File: config.mk
export PLATFORM = sky130hd
export DESIGN_NAME = posc_top
export DESIGN_NICKNAME = d
export VERILOG_FILES = /design/src/rtl/posc_pkg.sv /design/src/rtl/posc_sync.sv /design/src/rtl/posc_top.sv
export SDC_FILE = /design/constraint.sdc
export NUM_CORES = 1
export LEC_CHECK = 0
export BUFFER_PORTS_ARGS = -buffer_cell sky130_fd_sc_hd__buf_2
export CORE_ASPECT_RATIO = 1.75
export CORE_MARGIN = 1
export CORE_UTILIZATION = 30
export CTS_CLUSTER_SIZE = 30
export DETAILED_ROUTE_END_ITERATION = 16
export GPL_TIMING_DRIVEN = 0
export MAX_ROUTING_LAYER = met4
export PLACE_DENSITY_LB_ADDON = 0.3
export SLEW_MARGIN = 15
export SYNTH_ARGS = -nofsm -noshare
export SYNTH_HDL_FRONTEND = slang
export SYNTH_SLANG_ARGS = --single-unit
File: constraint.sdc
create_clock -name mclk -period 1.9 [get_ports mclk]
set_input_delay 0.19 -clock mclk [delete_from_list [all_inputs] [get_ports mclk]]
set_output_delay 0.19 -clock mclk [all_outputs]
set_load 0.02 [all_outputs]
File: src/rtl/posc_pkg.sv
// Shared constants and types for the power-on strap capture block
`default_nettype none
package posc_pkg;
   // I/O port pair and register index
   localparam logic [15:0] POSC_IO_INDEX_PORT = 16'h0022;
   localparam logic [15:0] POSC_IO_DATA_PORT = 16'h0023;
   localparam logic [7:0] POSC_IDX_POWER_ON_STRAP_CONFIG_0 = 8'h4A;
   localparam logic [7:0] POSC_INDEX_RESET = 8'h00;
   localparam logic [7:0] POSC_UNMAPPED_READ = 8'h00;
   localparam logic [7:0] POSC_RDATA_RESET = 8'h00;
   // Strap pin count and positions on the memory data pins
   localparam int POSC_PIN_W = 41;
   localparam int POSC_PIN_SYNTH_LO = 2;
   localparam int POSC_PIN_SYNTH_HI = 3;
   localparam int POSC_PIN_DIV_A = 4;
   localparam int POSC_PIN_SYNC = 5;
   localparam int POSC_PIN_PLL_LO = 6;
   localparam int POSC_PIN_PLL_HI = 7;
   localparam int POSC_PIN_DIV_B = 17;
   localparam int POSC_PIN_SYNTH_B_LO = 24;
   localparam int POSC_PIN_SYNTH_B_HI = 26;
   localparam int POSC_PIN_CPU_MULT = 40;
   // Config register 0 layout
   localparam int POSC_R0_MIRROR_LO = 2;
   localparam int POSC_R0_MIRROR_HI = 7;
   localparam logic [1:0] POSC_R0_RSV_VALUE = 2'h0;
   // PCI PLL range codes
   localparam logic [1:0] POSC_PLL_16_32 = 2'h0;
   localparam logic [1:0] POSC_PLL_32_64 = 2'h1;
   // Cycles the two-flop synchroniser needs after reset release
   localparam logic [1:0] POSC_SYNC_SETTLE = 2'h2;
   localparam logic [1:0] POSC_CNT_STEP = 2'h1;
   localparam logic [1:0] POSC_CNT_ZERO = 2'h0;

   // Peripheral bus output clock divisor
   typedef enum logic [1:0] {
      POSC_DIV4,
      POSC_DIV3,
      POSC_DIV2
   } posc_div_e;

   // Capture sequencer phases
   typedef enum logic [1:0] {
      POSC_ST_SETTLE,
      POSC_ST_HELD
   } posc_phase_e;

   // Register port request
   typedef struct packed {
      logic [15:0] addr;
      logic wr;
      logic rd;
      logic [7:0] wdata;
   } posc_io_req_s;

   // Decoded clock configuration for the clock generation logic
   typedef struct packed {
      logic [1:0] pll_range;
      logic pll_reserved;
      posc_div_e out_div;
      logic mem_host_sync;
      logic cpu_mult_x2;
      logic [4:0] host_synth;
   } posc_clk_cfg_s;
endpackage
`default_nettype wire

File: src/rtl/posc_sync.sv
// Two-flop synchroniser for the strap pins
`default_nettype none
module posc_sync
   import posc_pkg::*;
(
   input wire logic mclk,
   input wire logic rst,
   input wire logic [POSC_PIN_W-1:0] pins_async,
   output logic [POSC_PIN_W-1:0] pins_sync
);
   // Both stages in one state word
   typedef struct packed {
      logic [POSC_PIN_W-1:0] stage1;
      logic [POSC_PIN_W-1:0] stage2;
   } posc_sync_s;

   posc_sync_s state_reg; // Registered stages
   posc_sync_s state_next; // Next stages

   // Shift pins through; stage1 feeds only stage2
   always_comb begin
      state_next.stage1 = pins_async;
      state_next.stage2 = state_reg.stage1;
   end

   // Clear both stages in reset so nothing stale is captured
   always_ff @(posedge mclk) begin
      if (rst) begin
         state_reg <= '0;
      end else begin
         state_reg <= state_next;
      end
   end

   assign pins_sync = state_reg.stage2;
endmodule
`default_nettype wire

File: src/rtl/posc_top.sv
// Power-on strap capture with index/data register port
`default_nettype none
module posc_top
   import posc_pkg::*;
(
   input wire logic mclk,
   input wire logic rst,
   input wire logic [POSC_PIN_W-1:0] memory_data_pins,
   input wire posc_io_req_s io_req,
   output logic [7:0] io_rdata,
   output logic io_rvalid,
   output posc_clk_cfg_s clk_cfg,
   output logic straps_valid
);
   // Divisor decode from the two divisor straps
   function automatic posc_div_e div_decode(input logic strap_a, input logic strap_b);
      if (!strap_a) begin
         div_decode = POSC_DIV4;
      end else if (!strap_b) begin
         div_decode = POSC_DIV3;
      end else begin
         div_decode = POSC_DIV2;
      end
   endfunction

   // Whole module state
   typedef struct packed {
      posc_phase_e phase;
      logic [1:0] settle_cnt;
      logic [7:0] power_on_strap_config_0;
      posc_clk_cfg_s cfg;
      logic [7:0] index;
      logic [7:0] rdata;
      logic rvalid;
   } posc_state_s;

   posc_state_s state_reg; // Registered state
   posc_state_s state_next; // Next state
   logic [POSC_PIN_W-1:0] pins_sync; // Synchronised strap levels
   logic index_hit; // Access to index port
   logic data_hit; // Access to data port

   // Pins are board levels, not on mclk, so synchronise first
   posc_sync u_sync (
      .mclk(mclk),
      .rst(rst),
      .pins_async(memory_data_pins),
      .pins_sync(pins_sync)
   );

   // Port decode
   assign index_hit = (io_req.addr == POSC_IO_INDEX_PORT);
   assign data_hit = (io_req.addr == POSC_IO_DATA_PORT);

   // Capture sequencer and register port
   always_comb begin
      state_next = state_reg;
      state_next.rvalid = 1'b0;
      case (state_reg.phase)
         POSC_ST_SETTLE: begin
            // Wait until the synchroniser carries real pin levels
            if (state_reg.settle_cnt == POSC_SYNC_SETTLE) begin
               state_next.phase = POSC_ST_HELD;
               state_next.power_on_strap_config_0 = {pins_sync[POSC_PIN_PLL_HI:POSC_PIN_SYNTH_LO],
                                    POSC_R0_RSV_VALUE};
               state_next.cfg.pll_range = pins_sync[POSC_PIN_PLL_HI:POSC_PIN_PLL_LO];
               state_next.cfg.pll_reserved = pins_sync[POSC_PIN_PLL_HI];
               state_next.cfg.mem_host_sync = pins_sync[POSC_PIN_SYNC];
               state_next.cfg.out_div = div_decode(pins_sync[POSC_PIN_DIV_A],
                                                   pins_sync[POSC_PIN_DIV_B]);
               state_next.cfg.cpu_mult_x2 = pins_sync[POSC_PIN_CPU_MULT];
               state_next.cfg.host_synth = {pins_sync[POSC_PIN_SYNTH_HI:POSC_PIN_SYNTH_LO],
                  pins_sync[POSC_PIN_SYNTH_B_HI:POSC_PIN_SYNTH_B_LO]};
            end else begin
               state_next.settle_cnt = state_reg.settle_cnt + POSC_CNT_STEP;
            end
         end
         POSC_ST_HELD: begin
            // Captured values frozen until the next reset
            state_next.phase = POSC_ST_HELD;
         end
         default: begin
            state_next.phase = POSC_ST_SETTLE;
         end
      endcase
      // Index write selects the register behind the data port
      if (io_req.wr && index_hit) begin
         state_next.index = io_req.wdata;
      end
      // Data port writes are ignored: the strap mirror is read-only
      if (io_req.rd) begin
         state_next.rvalid = 1'b1;
         if (index_hit) begin
            state_next.rdata = state_reg.index;
         end else if (data_hit && state_reg.index == POSC_IDX_POWER_ON_STRAP_CONFIG_0) begin
            state_next.rdata = state_reg.power_on_strap_config_0;
         end else begin
            state_next.rdata = POSC_UNMAPPED_READ; // Unmapped reads as zero
         end
      end
   end

   // State register, synchronous reset
   always_ff @(posedge mclk) begin
      if (rst) begin
         state_reg.phase <= POSC_ST_SETTLE;
         state_reg.settle_cnt <= POSC_CNT_ZERO;
         state_reg.power_on_strap_config_0 <= '0;
         state_reg.cfg <= '0;
         state_reg.index <= POSC_INDEX_RESET;
         state_reg.rdata <= POSC_RDATA_RESET;
         state_reg.rvalid <= 1'b0;
      end else begin
         state_reg <= state_next;
      end
   end

   // Outputs straight from flops, except straps_valid, decoded from the phase
   assign io_rdata = state_reg.rdata;
   assign io_rvalid = state_reg.rvalid;
   assign clk_cfg = state_reg.cfg;
   assign straps_valid = (state_reg.phase == POSC_ST_HELD);

   // Capture lands three edges after release
   capture_time_a: assert property (@(posedge mclk)
      $fell(rst) |-> !straps_valid [*3] ##1 straps_valid)
      else $error("strap capture not at third edge after release");

   // Held values never change while valid
   hold_stable_a: assert property (@(posedge mclk) disable iff (rst)
      straps_valid && $past(straps_valid) |-> $stable(clk_cfg) && $stable(state_reg.power_on_strap_config_0))
      else $error("captured straps changed while held");

   // Mirror matches the pins seen by the synchroniser
   mirror_bits_a: assert property (@(posedge mclk) disable iff (rst)
      $rose(straps_valid) |-> state_reg.power_on_strap_config_0 ==
         {$past(pins_sync[POSC_PIN_PLL_HI:POSC_PIN_SYNTH_LO]), POSC_R0_RSV_VALUE})
      else $error("strap register 0 mismatch");

   // Reading the data port at index 4Ah returns register 0
   data_read_a: assert property (@(posedge mclk) disable iff (rst)
      io_req.rd && data_hit && state_reg.index == POSC_IDX_POWER_ON_STRAP_CONFIG_0 && straps_valid
      |=> io_rvalid && io_rdata == $past(state_reg.power_on_strap_config_0))
      else $error("data port read wrong");

   // Index write is read back through the index port
   index_back_a: assert property (@(posedge mclk) disable iff (rst)
      io_req.wr && index_hit ##1 io_req.rd && index_hit && !io_req.wr
      |=> io_rdata == $past(io_req.wdata, 2))
      else $error("index readback wrong");

   // Range field and reserved flag tie to register bits 7..6
   pll_field_a: assert property (@(posedge mclk) disable iff (rst)
      straps_valid |-> clk_cfg.pll_range == state_reg.power_on_strap_config_0[POSC_R0_MIRROR_HI -: 2]
         && clk_cfg.pll_reserved == clk_cfg.pll_range[1])
      else $error("pll range decode wrong");

   // Sync strap equals register bit 5
   sync_bit_a: assert property (@(posedge mclk) disable iff (rst)
      straps_valid |-> clk_cfg.mem_host_sync == state_reg.power_on_strap_config_0[POSC_PIN_SYNC])
      else $error("clock sync strap wrong");

   // Divisor follows strap 4 and pin 17
   divisor_a: assert property (@(posedge mclk) disable iff (rst)
      $rose(straps_valid) |-> clk_cfg.out_div ==
         (!$past(pins_sync[POSC_PIN_DIV_A]) ? POSC_DIV4 :
          ($past(pins_sync[POSC_PIN_DIV_B]) ? POSC_DIV2 : POSC_DIV3)))
      else $error("output clock divisor wrong");

   // Multiplier from its pin, synthesizer code bits 4..3 from register bits 3..2
   mult_synth_a: assert property (@(posedge mclk) disable iff (rst)
      $rose(straps_valid) |-> clk_cfg.cpu_mult_x2 == $past(pins_sync[POSC_PIN_CPU_MULT])
         && clk_cfg.host_synth[4:3] == state_reg.power_on_strap_config_0[POSC_PIN_SYNTH_HI:POSC_PIN_SYNTH_LO])
      else $error("multiplier or synthesizer code wrong");
endmodule
`default_nettype wire
==> flow_metrics.tcl <==
set metrics [dict create \
    total_leakage_power_nw 1.089 \
    drc 0 \
    synth_cell_types 28 \
    start_util_pct 30.90 \
    syn_to_final_growth_pct 25.28 \
    cts_tree "done" \
    gp_congestion 0.7490 \
    avgSynthCellArea_um2 9.432 \
    synth-seq-cells 54 \
    grt_pass1_wl_mm 7.162 \
    pin_count 91 \
    r2r-start "state_reg[11]" \
    clock-skew-final_ps 4.142 \
    required_ps 2100 \
    path_clk_slew_ps 60 \
    grt_max_degree 15 \
    cts_root_buffer "clkbuf_16" \
    hold_end "u_sync.state_next[6]" \
    postRouteAntennaNets 0 \
    fin_util_pct 38.71 \
    h-tree-depth 2 \
    largest_reg_flops 14 \
    hold_path_class "in -> reg" \
    end_kind "register" \
    grt_pass1_vias 1613 \
    setup.worst_path.start "io_req[23]" \
    insertion_delay_ps 290 \
    rsz0062_at_grt "no" \
    synth_area_leaders "dfxtp_1 51%, buf_4 7.1%, nor2b_1 7.1%" \
    ys_seq_area_share_pct 51.40 \
    ir_worst_vdd_mv 0.5466 \
    finalSetupViolations 0 \
    p_total_mw 2.426 \
    die_h_um 112.8 \
    die_area_um2 7363 \
    tightest_slew_ps 633.2 \
    period_minus_slack_ps 1684 \
    pre_cts_ws_ps -73.85 \
    rr_endpoint "io_rdata[2]" \
    drt_iter0_markers 24 \
    syn_inst 223 \
    finalMaxSlewViolations 0 \
    num_vias 1641 \
    port_buffers 57 \
    maxSlewHeadroom_pct 57.43 \
    status "completed" \
    grt_overflow_total 0 \
    r2r_slack_ps 220 \
    ctsHoldBuffers 0 \
    avgViaCountPerCell 4.423 \
    final_layout_size_suffix_gt1_share_pct 33.80 \
    finalHoldViolations 0 \
    track_usage_pct 13.10 \
    min_from "memory_data_pins[6]" \
    wl_mm 4.332 \
    fin_nets 357 \
    hpwl_mm 3.344 \
    synthesis.nets 293 \
    yosysWarnings 0 \
    die_x_um 65.30 \
    post_cts_buffers 0 \
    fin_ws_ps 215.5 \
    worst_hold_slack_ps 110.3 \
    cts_buffers 5 \
    rows 40 \
    drt_pre_antenna_iters 4 \
    synth_top_area_share_pct 51.40 \
    hold_depth 2 \
    clock_path_buffers 2 \
    clock-sinks 54 \
    cp-start-kind "primary input" \
    drv_cap 0 \
    synth_top_area_cell "dfxtp_1" \
    synth_area_um2 2103 \
    path_max_fanout 6 \
    core_area_um2 6807 \
    post_drt_wl_per_cell_um 11.68 \
    p_per_area_nw_per_um2 920.7 \
    worstSetupPathType "in -> reg" \
    period_share_pct 88.66 \
    fillerInstances 746 \
    crit_arrival_ps 1890 \
    antenna_cells 0 \
    r2r_cells 4 \
    grt_antenna_before_repair 0 \
    fmax_mhz 593.7 \
]
[layer usage]
layer | wire, um | track usage, %
met1 | 1649 | 12.41
met2 | 2350 | 24.40
met3 | 238 | 2.419
met4 | 94 | 6.232
met5 | 0 | -
[cells in the final DEF (no fill, tap or decap)]
cell	synthesis	routed
nand3b_1	1	1
a21oi_1	22	22
or4b_1	1	1
nor2_1	10	10
nand3_1	17	17
ha_1	1	1
or4b_4	1	1
a311oi_1	1	1
nand2b_1	5	5
nand2_1	28	28
o21ai_1	8	8
xnor2_1	1	1
a211oi_1	1	1
clkbuf_1	9	11
nor2b_1	24	24
nor4_4	1	2
buf_2	2	59
nand4bb_1	1	1
dfxtp_1	54	54
inv_1	2	2
buf_4	20	20
nor4_2	2	1
clkbuf_8	1	1
buf_6	1	1
or4_1	2	2
or4_4	1	1
clkbuf_16	0	5
a311oi_2	5	5
or3b_2	1	1
[synth_stat cells]
cell type  count
a211oi_1       1
a21oi_1       22
a311oi_1       1
a311oi_2       5
buf_2          2
buf_4         20
buf_6          1
clkbuf_1       9
clkbuf_8       1
dfxtp_1       54
ha_1           1
inv_1          2
nand2_1       28
nand2b_1       5
nand3_1       17
nand3b_1       1
nand4bb_1      1
nor2_1        10
nor2b_1       24
nor4_2         2
nor4_4         1
o21ai_1        8
or3b_2         1
or4_1          2
or4_4          1
or4b_1         1
or4b_4         1
xnor2_1        1
[critical path, cell delays in order]
cell and delay, ps:
buf_2 90, or4_4 560, nor4_2 570, nand3_1 200
a311oi_2 260
[power breakdown]
part,switching [mW],total (mW),internal [mW]
sequential,0.0314,1.23,1.20
combinational,0.199,0.343,0.144
clock,0.372,0.855,0.483
[worst max-delay path by stage]
stage / endpoint / cells past startpoint / slack [ps]
2_1_floorplan: state_reg[10] / 5 / 170
3_3_place_gp: io_rdata[5] / 5 / -20
3_5_place_dp: io_rdata[2] / 5 / -70
4_1_cts: io_rdata[2] / 4 / 140
5_1_grt: io_rdata[7] / 5 / 40
6_report: io_rdata[2] / 5 / 220
[area by class of cell]
| class | instances | area (um2) | share of cell area (%) |
|---|---|---|---|
| Multi-Input combinational cell | 134 | 804.5 | 30.53 |
| Tap cell | 84 | 105.1 | 3.989 |
| Buffer | 33 | 219.0 | 8.310 |
| Sequential cell | 54 | 1081 | 41.03 |
| Clock buffer | 7 | 132.6 | 5.033 |
| Timing Repair Buffer | 57 | 285.3 | 10.83 |
| Inverter | 2 | 7.507 | 0.2849 |
[kinds of logic after synthesis]
family          after synthesis  synth area share, %
compound gates               37                11.48
xor+xnor                      1               0.4165
fa+ha+maj                     1               0.5948
buf+inv                      35                10.77
flops                        54                51.40
simple gates                 95                25.34
[stage by stage]
| step | TNS [ps] | std cells | cell area (um2) |
|---|---|---|---|
| floorplan | 0 | 223 | 2103 |
| global placement | -181.3 | 364 | 2494 |
| detailed placement | -300.2 | 364 | 2494 |
| CTS | 0 | 371 | 2635 |
| global route | 0 | 371 | 2635 |
| finish | 0 | 371 | 2635 |
[timing repair]
action,in CTS,in global routing
cloned,0,0
endpoints found under the setup margin,1,1
hold endpoints to repair,0,0
pin swaps,0,1
gates resized for setup,1,0
No activity file was read; power rests on OpenSTA's default activity.
